## src/design/pfsw_pkg.sv

```systemverilog
// Constants, register map and state codes of the program flash self-write controller.
// Assumes a 25 MHz system clock and a byte-wide register view on a 32-bit Wishbone bus.
// What this block does
// - Word data is read and written through a low and high byte pair, 14 bits.
// - The word address comes from a high and a low pointer byte, 15 bits.
// - Pointer pair spans 32K words; high byte upper address, low byte lower.
// - An internal timer, not software, sets each erase and program duration.
// - Cleared code lock blocks programmer reads and writes; self-updates still work.
// - Only a programmer bulk erase releases code lock, erasing memory, config, IDs.
// - Self-erase and self-write into the guarded region are refused; programmer unaffected.
// - Read-start and write-start ignore written zeros; hardware clears them on completion.
// - A write starts only with modify permit set; permit is clear after power-up.
// - A device reset that cuts a write short sets the aborted-update flag.
// - Unlock key port is write-only and reads back as zero.
// - A 32-word row is the smallest erasable region.
// - Row data sits in hidden 14-bit latches loaded one by one via data pair.
// - Unprogrammed words may be programmed without erasing the row first.
// - An accepted write-start forces two no-op instruction cycles.
// - Row erase or program stalls the core until done, about 2 ms.
// - A latch load inserts only the two no-ops and no stall.
package pfsw_pkg;

  localparam int CLK_HZ = 25_000_000;
  localparam int OP_TIME_US = 2000;
  localparam int OP_CYCLES = OP_TIME_US * (CLK_HZ / 1_000_000);

  localparam int WORD_W = 14;
  localparam int ADDR_W = 15;
  localparam int ROW_BITS = 5;
  localparam int ROW_WORDS = 32;
  localparam int FLASH_WORDS = 32768;
  localparam logic [13:0] ERASED_WORD = 14'h3FFF;

  localparam logic [7:0] OFS_DATA_LO = 8'h00;
  localparam logic [7:0] OFS_DATA_HI = 8'h04;
  localparam logic [7:0] OFS_PTR_LO = 8'h08;
  localparam logic [7:0] OFS_PTR_HI = 8'h0C;
  localparam logic [7:0] OFS_CTL = 8'h10;
  localparam logic [7:0] OFS_KEY = 8'h14;
  localparam logic [7:0] OFS_CFG = 8'h18;

  localparam int CTL_RD = 0;
  localparam int CTL_WR = 1;
  localparam int CTL_PERMIT = 2;
  localparam int CTL_ABORTED = 3;
  localparam int CTL_ERASE = 4;
  localparam int CTL_LATCH = 5;
  localparam int CTL_UID = 6;
  localparam int CFG_BUSY = 7;

  localparam logic [7:0] KEY_FIRST = 8'h55;
  localparam logic [7:0] KEY_SECOND = 8'hAA;
  localparam logic [1:0] KEY_NONE = 2'h0;
  localparam logic [1:0] KEY_HALF = 2'h1;
  localparam logic [1:0] KEY_FULL = 2'h2;

  localparam logic [1:0] GUARD_ALL = 2'h0;
  localparam logic [1:0] GUARD_HALF = 2'h1;
  localparam logic [1:0] GUARD_QUARTER = 2'h2;
  localparam logic [1:0] GUARD_NONE = 2'h3;

  localparam logic [1:0] EXT_READ = 2'h0;
  localparam logic [1:0] EXT_WRITE = 2'h1;
  localparam logic [1:0] EXT_BULK = 2'h2;

  typedef enum logic [5:0] {
    PFSW_IDLE = 6'b000001,
    PFSW_RD = 6'b000010,
    PFSW_NOP1 = 6'b000100,
    PFSW_NOP2 = 6'b001000,
    PFSW_PROG = 6'b010000,
    PFSW_WAIT = 6'b100000
  } pfsw_state_t;

endpackage

```

## src/design/pfsw_ctrl.sv

```systemverilog
// Program flash self-write controller: registers, unlock key, row erase and program.
// Assumes a flash macro that returns read data within the cycle of its read strobe, and a
// programmer front end and configuration store that run on the same clock.
`timescale 1ns/1ps

module pfsw_ctrl #(
  parameter int OP_CYCLES = pfsw_pkg::OP_CYCLES,
  parameter int FLASH_WORDS = pfsw_pkg::FLASH_WORDS
) (
  input wire logic clk,
  input wire logic sys_rst,
  input wire logic pwr_on_rst,
  input wire logic wb_cyc_i,
  input wire logic wb_stb_i,
  input wire logic wb_we_i,
  input wire logic [7:0] wb_adr_i,
  input wire logic [3:0] wb_sel_i,
  input wire logic [31:0] wb_dat_i,
  output logic [31:0] wb_dat_o,
  output logic wb_ack_o,
  output logic core_force_nop,
  output logic core_stall,
  input wire logic cfg_code_lock,
  input wire logic [1:0] cfg_self_update_guard,
  input wire logic ext_req,
  input wire logic [1:0] ext_cmd,
  input wire logic [14:0] ext_addr,
  input wire logic [13:0] ext_wdata,
  output logic ext_ack,
  output logic ext_denied,
  output logic [13:0] ext_rdata,
  output logic [14:0] flash_addr,
  output logic [13:0] flash_wdata,
  output logic flash_rd,
  output logic flash_wr,
  output logic flash_row_erase,
  output logic flash_bulk_erase,
  output logic flash_user_id,
  input wire logic [13:0] flash_rdata
);

  typedef struct packed {
    pfsw_pkg::pfsw_state_t state;
    logic ack;
    logic [31:0] dat;
    logic [7:0] data_lo;
    logic [5:0] data_hi;
    logic [7:0] ptr_lo;
    logic [6:0] ptr_hi;
    logic rd;
    logic wr;
    logic permit;
    logic aborted;
    logic erase_sel;
    logic latch_only;
    logic uid_sel;
    logic [1:0] key_stage;
    logic [31:0][13:0] latch;
    logic [4:0] idx;
    logic [31:0] timer;
    logic lock;
    logic [1:0] guard;
    logic stall;
    logic nop;
    logic [14:0] f_addr;
    logic [13:0] f_wdata;
    logic f_rd;
    logic f_wr;
    logic f_erase;
    logic f_bulk;
    logic ext_ack;
    logic ext_denied;
    logic [13:0] ext_rdata;
  } pfsw_regs_t;

  pfsw_regs_t s_r;
  pfsw_regs_t s_nxt;

  // Guarded region grows upward from word zero
  function automatic logic pfsw_guarded(input logic [14:0] a, input logic [1:0] g);
    logic hit;
    hit = 1'b0;
    unique case (g)
      pfsw_pkg::GUARD_ALL: hit = 1'b1;
      pfsw_pkg::GUARD_HALF: hit = (int'(a) < FLASH_WORDS / 2);
      pfsw_pkg::GUARD_QUARTER: hit = (int'(a) < FLASH_WORDS / 4);
      pfsw_pkg::GUARD_NONE: hit = 1'b0;
    endcase
    return hit;
  endfunction

  function automatic logic [7:0] pfsw_ctl_byte(input pfsw_regs_t r);
    logic [7:0] b;
    b = 8'h00;
    b[pfsw_pkg::CTL_RD] = r.rd;
    b[pfsw_pkg::CTL_WR] = r.wr;
    b[pfsw_pkg::CTL_PERMIT] = r.permit;
    b[pfsw_pkg::CTL_ABORTED] = r.aborted;
    b[pfsw_pkg::CTL_ERASE] = r.erase_sel;
    b[pfsw_pkg::CTL_LATCH] = r.latch_only;
    b[pfsw_pkg::CTL_UID] = r.uid_sel;
    return b;
  endfunction

  function automatic logic [31:0] pfsw_read(input pfsw_regs_t r, input logic [7:0] adr);
    logic [31:0] d;
    d = 32'h0000_0000;
    unique case (adr)
      pfsw_pkg::OFS_DATA_LO: d[7:0] = r.data_lo;
      pfsw_pkg::OFS_DATA_HI: d[5:0] = r.data_hi;
      pfsw_pkg::OFS_PTR_LO: d[7:0] = r.ptr_lo;
      pfsw_pkg::OFS_PTR_HI: d[6:0] = r.ptr_hi;
      pfsw_pkg::OFS_CTL: d[7:0] = pfsw_ctl_byte(r);
      pfsw_pkg::OFS_CFG: begin
        d[0] = r.lock;
        d[2:1] = r.guard;
        d[pfsw_pkg::CFG_BUSY] = (r.state != pfsw_pkg::PFSW_IDLE);
      end
      default: d = 32'h0000_0000; // Key port reads zero
    endcase
    return d;
  endfunction

  always_comb begin
    logic take;
    logic done;
    logic wr_en;
    logic [7:0] wbyte;
    logic [14:0] ptr;
    logic ctl_start;
    take = 1'b0;
    done = 1'b0;
    wr_en = 1'b0;
    wbyte = 8'h00;
    ptr = 15'h0000;
    ctl_start = 1'b0;
    s_nxt = s_r;
    s_nxt.ack = 1'b0;
    s_nxt.f_rd = 1'b0;
    s_nxt.f_wr = 1'b0;
    s_nxt.f_erase = 1'b0;
    s_nxt.f_bulk = 1'b0;
    s_nxt.ext_ack = 1'b0;
    s_nxt.ext_denied = 1'b0;

    take = wb_cyc_i & wb_stb_i & ~s_r.ack;
    done = wb_cyc_i & wb_stb_i & s_r.ack;
    wr_en = done & wb_we_i & wb_sel_i[0];
    wbyte = wb_dat_i[7:0];
    ptr = {s_r.ptr_hi, s_r.ptr_lo};
    ctl_start = wr_en && (wb_adr_i == pfsw_pkg::OFS_CTL)
      && (wbyte[pfsw_pkg::CTL_RD] || wbyte[pfsw_pkg::CTL_WR]);

    if (take) begin
      s_nxt.ack = 1'b1;
      s_nxt.dat = pfsw_read(s_r, wb_adr_i);
    end

    unique case (s_r.state)
      pfsw_pkg::PFSW_IDLE: begin
        // Programmer waits while software owns the flash port
        // A request still held in its answer cycle is not taken twice
        if (ext_req && !ctl_start && !s_r.ext_ack && !s_r.ext_denied) begin
          s_nxt.f_addr = ext_addr;
          s_nxt.f_wdata = ext_wdata;
          if (ext_cmd == pfsw_pkg::EXT_BULK) begin
            s_nxt.f_bulk = 1'b1;
            s_nxt.lock = 1'b1;
            s_nxt.guard = pfsw_pkg::GUARD_NONE;
            s_nxt.ext_ack = 1'b1;
          end else if (!s_r.lock || ext_cmd != pfsw_pkg::EXT_WRITE
                       && ext_cmd != pfsw_pkg::EXT_READ) begin
            s_nxt.ext_denied = 1'b1;
          end else if (ext_cmd == pfsw_pkg::EXT_WRITE) begin
            s_nxt.f_wr = 1'b1; // Guard does not apply here
            s_nxt.ext_ack = 1'b1;
          end else begin
            s_nxt.f_rd = 1'b1;
            s_nxt.ext_ack = 1'b1;
          end
        end
      end
      pfsw_pkg::PFSW_RD: begin
        s_nxt.data_lo = flash_rdata[7:0];
        s_nxt.data_hi = flash_rdata[13:8];
        s_nxt.rd = 1'b0;
        s_nxt.state = pfsw_pkg::PFSW_IDLE;
      end
      pfsw_pkg::PFSW_NOP1: s_nxt.state = pfsw_pkg::PFSW_NOP2;
      pfsw_pkg::PFSW_NOP2: begin
        if (s_r.latch_only) begin
          s_nxt.wr = 1'b0;
          s_nxt.state = pfsw_pkg::PFSW_IDLE;
        end else if (s_r.erase_sel) begin
          s_nxt.f_erase = 1'b1;
          s_nxt.f_addr = {ptr[14:pfsw_pkg::ROW_BITS], 5'h00};
          s_nxt.timer = 32'(OP_CYCLES - 1);
          s_nxt.state = pfsw_pkg::PFSW_WAIT;
        end else begin
          s_nxt.idx = 5'h00;
          s_nxt.state = pfsw_pkg::PFSW_PROG;
        end
      end
      pfsw_pkg::PFSW_PROG: begin
        // Erased latches program nothing, so partial rows need no erase
        s_nxt.f_wr = 1'b1;
        s_nxt.f_addr = {ptr[14:pfsw_pkg::ROW_BITS], s_r.idx};
        s_nxt.f_wdata = s_r.latch[s_r.idx];
        s_nxt.idx = s_r.idx + 5'h01;
        if (s_r.idx == 5'(pfsw_pkg::ROW_WORDS - 1)) begin
          s_nxt.timer = 32'(OP_CYCLES - 1);
          s_nxt.state = pfsw_pkg::PFSW_WAIT;
        end
      end
      pfsw_pkg::PFSW_WAIT: begin
        if (s_r.timer == 32'h0000_0000) begin
          s_nxt.wr = 1'b0;
          s_nxt.state = pfsw_pkg::PFSW_IDLE;
          if (!s_r.erase_sel) begin
            for (int i = 0; i < pfsw_pkg::ROW_WORDS; i++) begin
              s_nxt.latch[i] = pfsw_pkg::ERASED_WORD;
            end
          end
        end else begin
          s_nxt.timer = s_r.timer - 32'h0000_0001;
        end
      end
      default: s_nxt.state = pfsw_pkg::PFSW_IDLE;
    endcase

    // Programmer read data returns the cycle after its strobe
    if (s_r.f_rd && s_r.state == pfsw_pkg::PFSW_IDLE) begin
      s_nxt.ext_rdata = flash_rdata;
    end

    // Any completed access breaks a partial key
    if (done) begin
      s_nxt.key_stage = pfsw_pkg::KEY_NONE;
    end

    if (wr_en) begin
      unique case (wb_adr_i)
        pfsw_pkg::OFS_DATA_LO: s_nxt.data_lo = wbyte;
        pfsw_pkg::OFS_DATA_HI: s_nxt.data_hi = wbyte[5:0];
        pfsw_pkg::OFS_PTR_LO: s_nxt.ptr_lo = wbyte;
        pfsw_pkg::OFS_PTR_HI: s_nxt.ptr_hi = wbyte[6:0];
        pfsw_pkg::OFS_KEY: begin
          if (s_r.key_stage == pfsw_pkg::KEY_NONE && wbyte == pfsw_pkg::KEY_FIRST) begin
            s_nxt.key_stage = pfsw_pkg::KEY_HALF;
          end else if (s_r.key_stage == pfsw_pkg::KEY_HALF
                       && wbyte == pfsw_pkg::KEY_SECOND) begin
            s_nxt.key_stage = pfsw_pkg::KEY_FULL;
          end
        end
        pfsw_pkg::OFS_CTL: begin
          s_nxt.permit = wbyte[pfsw_pkg::CTL_PERMIT];
          s_nxt.aborted = wbyte[pfsw_pkg::CTL_ABORTED];
          // Mode bits frozen while an operation uses them
          if (s_r.state == pfsw_pkg::PFSW_IDLE) begin
            s_nxt.erase_sel = wbyte[pfsw_pkg::CTL_ERASE];
            s_nxt.latch_only = wbyte[pfsw_pkg::CTL_LATCH];
            s_nxt.uid_sel = wbyte[pfsw_pkg::CTL_UID];
          end
          // Zeros leave both start bits alone
          if (wbyte[pfsw_pkg::CTL_WR] && s_r.key_stage == pfsw_pkg::KEY_FULL
              && s_r.permit && s_r.state == pfsw_pkg::PFSW_IDLE
              && !pfsw_guarded(ptr, s_r.guard)) begin
            s_nxt.wr = 1'b1;
            s_nxt.state = pfsw_pkg::PFSW_NOP1;
            if (!wbyte[pfsw_pkg::CTL_ERASE]) begin
              s_nxt.latch[s_r.ptr_lo[4:0]] = {s_r.data_hi, s_r.data_lo};
            end
          end else if (wbyte[pfsw_pkg::CTL_RD] && s_r.state == pfsw_pkg::PFSW_IDLE) begin
            s_nxt.rd = 1'b1;
            s_nxt.f_rd = 1'b1;
            s_nxt.f_addr = ptr;
            s_nxt.state = pfsw_pkg::PFSW_RD;
          end
        end
        default: s_nxt.key_stage = s_nxt.key_stage;
      endcase
    end

    s_nxt.nop = (s_nxt.state == pfsw_pkg::PFSW_NOP1) || (s_nxt.state == pfsw_pkg::PFSW_NOP2);
    s_nxt.stall = (s_nxt.state == pfsw_pkg::PFSW_PROG)
      || (s_nxt.state == pfsw_pkg::PFSW_WAIT);

    if (sys_rst || pwr_on_rst) begin
      s_nxt = '0;
      s_nxt.state = pfsw_pkg::PFSW_IDLE;
      for (int i = 0; i < pfsw_pkg::ROW_WORDS; i++) begin
        s_nxt.latch[i] = pfsw_pkg::ERASED_WORD;
      end
      // Config store is reloaded on every reset
      s_nxt.lock = cfg_code_lock;
      s_nxt.guard = cfg_self_update_guard;
      // Flag survives a device reset; power-on or a software write of zero clears it
      s_nxt.aborted = !pwr_on_rst && (s_r.aborted || s_r.wr);
    end
  end

  always_ff @(posedge clk) begin
    s_r <= s_nxt;
  end

  assign wb_dat_o = s_r.dat;
  assign wb_ack_o = s_r.ack;
  assign core_force_nop = s_r.nop;
  assign core_stall = s_r.stall;
  assign ext_ack = s_r.ext_ack;
  assign ext_denied = s_r.ext_denied;
  assign ext_rdata = s_r.ext_rdata;
  assign flash_addr = s_r.f_addr;
  assign flash_wdata = s_r.f_wdata;
  assign flash_rd = s_r.f_rd;
  assign flash_wr = s_r.f_wr;
  assign flash_row_erase = s_r.f_erase;
  assign flash_bulk_erase = s_r.f_bulk;
  assign flash_user_id = s_r.uid_sel;

endmodule

```

## config.mk

```make
export PLATFORM = sky130hd
export DESIGN_NAME = pfsw_ctrl
export DESIGN_NICKNAME = d
export VERILOG_FILES = /design/src/design/pfsw_pkg.sv /design/src/design/pfsw_ctrl.sv
export SDC_FILE = /design/constraint.sdc
export NUM_CORES = 1
export LEC_CHECK = 0
export CORE_MARGIN = 2
export CORE_UTILIZATION = 40
export CTS_CLUSTER_DIAMETER = 80
export DETAILED_ROUTE_END_ITERATION = 8
export DONT_BUFFER_PORTS = 1
export PLACE_DENSITY = 0.57
export SETUP_SLACK_MARGIN = 0.1
export SYNTH_ARGS = -nofsm -noshare
export SYNTH_HDL_FRONTEND = slang
export SYNTH_SLANG_ARGS = --single-unit
export TNS_END_PERCENT = 50
```

## constraint.sdc

```tcl
create_clock -name clk -period 7.3 [get_ports clk]
set_clock_uncertainty 0.1 [all_clocks]
set_input_delay 0.365 -clock clk [delete_from_list [all_inputs] [get_ports clk]]
set_output_delay 0.365 -clock clk [all_outputs]
set_load 0.03 [all_outputs]
```

Yosys cells after proc, flatten, opt, wreduce, memory -nomap -nowiden
Cells that the tools add are included.

cells by class
  eq/ne operators = 34
  $lt $le $gt $ge = 5
  add/subtract/negate cells = 2
  muxes and demuxes = 88
  bitwise gates (word level) = 9
  reductions and logical operators = 53

operator list
  cell                                                                   count
  448-bit two-way mux                                                    6
  545-bit two-way mux                                                    1
  486-bit two-way mux                                                    1
  448-bit bitwise mux                                                    1
  32-bit two-way mux                                                     3
  32-bit one-hot mux with 3 select lines                                 1
  15-bit two-way mux                                                     6
  14-bit binary-select mux with 5-bit select                             1
  14-bit demux with 5-bit select                                         1
  14-bit two-way mux                                                     4
  6-bit two-way mux                                                      9
  15-bit one-hot mux with 3 select lines                                 1
  37-bit two-way mux                                                     1
  33-bit two-way mux                                                     1
  32-bit logical NOT                                                     1
  32-bit by 1-bit subtractor with 32-bit output, second input constant   1
  31-bit two-way mux                                                     1
  6-bit one-hot mux with 5 select lines                                  1
  14-bit one-hot mux with 2 select lines                                 1
  8-bit by 5-bit equality test with 1-bit output, second input constant  3
  1-bit two-way mux                                                      23
  3-bit two-way mux                                                      6
  3-bit one-hot mux with 6 select lines                                  1
  8-bit by 4-bit equality test with 1-bit output, second input constant  2
  43 further kinds                                                       114

word-level totals
  word-level logic and storage cells = 253
  output and inout bits = 85
  input bits = 99
  register bits = 592

Logic depth before layout (Yosys ltp)
  depth after elaboration = 17
  depth in mapped cells = 11
  mapped depth without buffers = 9

Least setup slack after synthesis
No wires, ideal clock.

  path kind = reg-to-reg
  start point = reg s_r[89] in the netlist's numbering
  end point = reg s_r[79] in the netlist's numbering
  data arrival time = 3.079 ns
  setup slack = 4.051 ns
  setup time = 0.070 ns
  data required time = 7.130 ns
  period minus slack after synthesis = 3.249 ns
  cell stages (with the launch flop) = 12
  buffers on the path = 3
  cell sequence = dfxtp_1 -> clkbuf_1 -> clkbuf_1 -> clkbuf_1 -> and3_1 -> ha_1 -> and3b_1 -> o21ai_0 -> and2_0 -> a311o_1 -> or4_1 -> a21oi_1

between the ends
  longest elaborated chain between the ends = 3

ends and longest elaborated chain
  what                           line              RTL
  start, declared                pfsw_ctrl.sv:76   pfsw_regs_t s_r;
  start signal, assigned         pfsw_ctrl.sv:303  s_r <= s_nxt;
  5-bit equality test            pfsw_ctrl.sv:210  if (s_r.idx == 5'(pfsw_pkg::ROW_WORDS - 1)) begin
  2-bit != test (no line)        n/a
  5-bit AND reduction (no line)  n/a

No other way between the ends.
A chain may end at the register's enable or synchronous reset.

Final worst setup path
  start point = reg s_r[67] in the netlist's numbering
  end point = reg s_r[259] in the netlist's numbering

between the ends
  longest elaborated chain between the ends = 8

ends and longest elaborated chain
  what                   line              RTL
  32-bit logical NOT *   pfsw_ctrl.sv:216  if (s_r.timer == 32'h0000_0000) begin
  448-bit two-way mux *  pfsw_ctrl.sv:216
  448-bit two-way mux *  pfsw_ctrl.sv:159  unique case (s_r.state)
  448-bit bitwise mux    pfsw_ctrl.sv:271  s_nxt.latch[s_r.ptr_lo[4:0]] = {s_r.data_hi, s_r.data_lo};
  448-bit two-way mux    pfsw_ctrl.sv:270  if (!wbyte[pfsw_pkg::CTL_ERASE]) begin
  448-bit two-way mux    pfsw_ctrl.sv:265  if (wbyte[pfsw_pkg::CTL_WR] && s_r.key_stage == pfsw_pkg::KEY_FULL
  448-bit two-way mux    pfsw_ctrl.sv:242  unique case (wb_adr_i)
  486-bit two-way mux *  pfsw_ctrl.sv:241  if (wr_en) begin

Mark *: on every way between the ends. The rest lies on a longest branch, timed or not. The select of a mux whose other input is x is not followed.

==> reports/qor.txt <==
Synth Register Bits: 592
Main combinational cell family by area after synthesis: simple AND/OR/NAND/NOR gates
Grt total ovfl: 0
Final Core Density: 44.4%
CTS tree: yes
Hold Path Depth: 3
DR vias/cell: 6.08
Post-synthesis mux area share: 11.7%
Critical Path RT: 7.71 ns
Synth area leader: dfxtp_1
HP Class: input pin to flip-flop
DIE WIDTH: 266 um
Critical path endpoint category: flip-flop
H-tree levels: 3
Die Area: 70900 sq um
Port Buf Inserts: 0
Time the worst path needs with I/O delays and setup: 4.26 ns
Power Density: 230 nW/um^2
Status: completed
Number of fill cells: 6540
Post-Route Setup TNS: 0 ns
CTS clk-pin slew, worst paths: 0.06 ns
Clk Latency, worst-skew pair: 0.60 ns
Synth warn: 0
Share of layout cells above drive strength 1: 9.74%
Most common cell after layout, fill and taps aside: nor2_1
Slowest stage delay, CP: 0.73 ns
Leakage power: 11.4 nW
Global-route wire length before repair: 140000 um
WHS Endpoint: s_r[556]$_SDFFE_PN0P_
Largest net degree at the start of global routing: 249
Detail Route Antenna Nets: 0
# rows: 96
Crit share post-route: 58.4%
Initial antenna violation count: 2
Worst Setup Path Type: flip-flop to flip-flop
Num CTS Buffers: 66
CP Max Fanout: 248
Hold violation total from the final report: 0
Tot GR Track Use: 25.3%
Die Span Y: 266 um
Core area: 68300 sq um
Root buffer cell: clkbuf_16
Worst hold path startpoint: wb_adr_i[2]
Most used DFF post-synth: dfxtp_1
Initial Util: 40.2%
Reg2reg end: s_r[259]$_SDFF_PN1_
Reg2reg start: s_r[67]$_SDFFE_PN0P_
Routed vias: 24.7k
Register area share after synthesis: 43.2%
Critical-path cell list: or4_1 -> or3_1 -> or4_1 -> nor3_4 -> buf_4 -> buf_12 -> nor3_1 -> o21ai_0
Avg Inst Size Synth: 8.28 sq um
Worst-Margin Slew: 1.33 ns
CP most frequent cell: or4_1
Area Overhead vs Synth: 10.4%
Multi-input logic area: 13900 sq um
Synth cell types: 62
Unrepaired setup endpoints after global routing: no
CTS max path bufs: 3
Synth Area in Compound Gates: 13.7%
Asr flop ratio synth: 0%
Post-CTS Hold Buffers: 63
Yosys top cell area share: 42.8%
Max Slew Vio Count: 0
Post-Syn Area: 27500 sq um
Largest cells by area after synthesis: dfxtp_1 43%, nor3_1 9.1%, nor2_1 8.1%
Initial DRC Count: 2968
Most frequent cells in the layout: 589 x nor2_1, 582 x dfxtp_1, 498 x nor3_1
WL final: 92400 um
Slowest CP cell: or4_1
Register area: 11900 sq um
Worst rel slew slack: 11.3%
Cells on worst reg2reg path: 8
Detailed Place HPWL: 55000 um
Antenna fix cells: 0
Final #Nets: 3239
Io pins: 184
Worst VDD drop: 0.000152 V
CTS Sinks: 592
EDFF count, synth: 4
Synth Area in Simple Gates: 23.6%
Synth Area in Adders: 0.182%
Syn Inst Count: 3322
Max_cap viols: 0
Gpl congestion: 0.868
Postcts setup bufs: 0
Drt wl/cell: 22.7 um
CP startpoint kind: flip-flop
Register-to-register setup slack: 3.04 ns
Max Fclk: 235 MHz
Pre-antenna DRT Iters: 8
CP arrival: 4.68 ns
Number of remaining DRC errors: 0
PostCTS Resize Cnt: 0
Post-Synth XOR/XNOR Area: 0.701%
Final setup fails: 0
Vias in the first global route: 23.7k
-- cells by family after synthesis --
group / count (synthesis)
compound gates: 683
other cells: 1
flops: 592
xor+xnor: 22
mux: 197
simple gates: 1411
buf+inv: 412
fa+ha+maj: 4
-- per-layer routing --
metal  routed length (um)  GRT usage, %  up-vias
met5                    9             0        -
met4                 3410          10.3        2
met3                 7980          5.05      196
met2                42200          40.9     1245
met1                38800          33.1    12000
li1                     -             -    11300
-- power by group --
part | internal, W | switching (W)
Sequential | 0.00324 | 0.0000222
Clock | 0.00218 | 0.00137
Combinational | 0.0000551 | 0.000113
Total | 0.00548 | 0.00151
-- through the flow --
| step | total power (W) | setup slack (ns) | instance area (sq um) | std cells | hold slack [ns] |
|---|---|---|---|---|---|
| 2_1_floorplan | 0.00345 | 4.05 | 27600 | 3345 | 0.334 |
| 3_3_place_gp | 0.00346 | 3.27 | 27400 | 3887 | 0.352 |
| 3_5_place_dp | 0.00346 | 3.21 | 27400 | 3887 | 0.353 |
| 4_1_cts | 0.00703 | 3.18 | 30400 | 4064 | 0.0150 |
| 5_1_grt | 0.00718 | 2.86 | 30400 | 4064 | 0.0524 |
| 6_report | 0.00698 | 3.04 | 30400 | 4064 | 0.0437 |
-- Yosys cell counts, types with 10 or more instances --
cell type,count
a21oi_1,67
nor4_1,21
xnor2_1,14
a22oi_1,22
a221oi_1,16
clkbuf_1,219
nor2b_1,12
o22ai_1,12
buf_1,58
mux2i_1,91
o21ai_0,442
buf_4,77
or2_2,10
or3_1,13
dfxtp_1,588
nor2_1,591
nor3_1,502
buf_2,50
nand2b_1,11
or4_1,14
mux4_2,98
nand2_1,107
o21ai_1,45
nand3_1,66
a211oi_1,29
and3_1,12
-- worst max path at each step --
| stage | start | to | slack, ns | depth (start not counted) |
|---|---|---|---|---|
| 6_report | s_r[67]$_SDFFE_PN0P_ | s_r[259]$_SDFF_PN1_ | 3.04 | 8 |
| 5_1_grt | s_r[62]$_SDFFE_PN0P_ | s_r[118]$_SDFF_PN1_ | 2.86 | 8 |
| 4_1_cts | s_r[67]$_SDFFE_PN0P_ | s_r[229]$_SDFF_PN1_ | 3.18 | 8 |
| 3_5_place_dp | s_r[62]$_SDFFE_PN0P_ | s_r[210]$_SDFF_PN1_ | 3.21 | 8 |
| 3_3_place_gp | s_r[87]$_SDFFE_PN0P_ | flash_wdata[12]$_SDFFE_PN0P_ | 3.27 | 7 |
| 2_1_floorplan | s_r[89]$_SDFFE_PN0P_ | s_r[79]$_SDFFE_PN0P_ | 4.05 | 11 |
-- registers in the layout, indices dropped and copies added, names as in the netlist --
signal and cells:
flash_wdata 14, core_stall 1, wb_dat_o 8, wb_ack_o 1
s_r 531, flash_bulk_erase 1, flash_wr 1, flash_row_erase 1
core_force_nop 1, ext_denied 1, ext_ack 1, flash_rd 1
flash_addr 15, ext_rdata 14, flash_user_id 1
-- area by class of cell --
class	count	share of cell area (%)
multi-input cells	2341	45.7
flip-flops and latches	592	39.2
clock buffers	99	6.86
repair buffers	127	3.78
well taps	882	3.63
clock inverters	15	0.766
inverters	8	0.0989
-- critical path: cells and delay by family (launching register included) --
kind | cells | cell delay, ns
AND/OR/NAND/NOR | 5 | 2.06
buffers and inverters | 2 | 1.00
AO/OA/AOI/OAI | 1 | 0.24
flip-flops | 1 | 0.35
No activity file was read; power rests on OpenSTA's default activity.
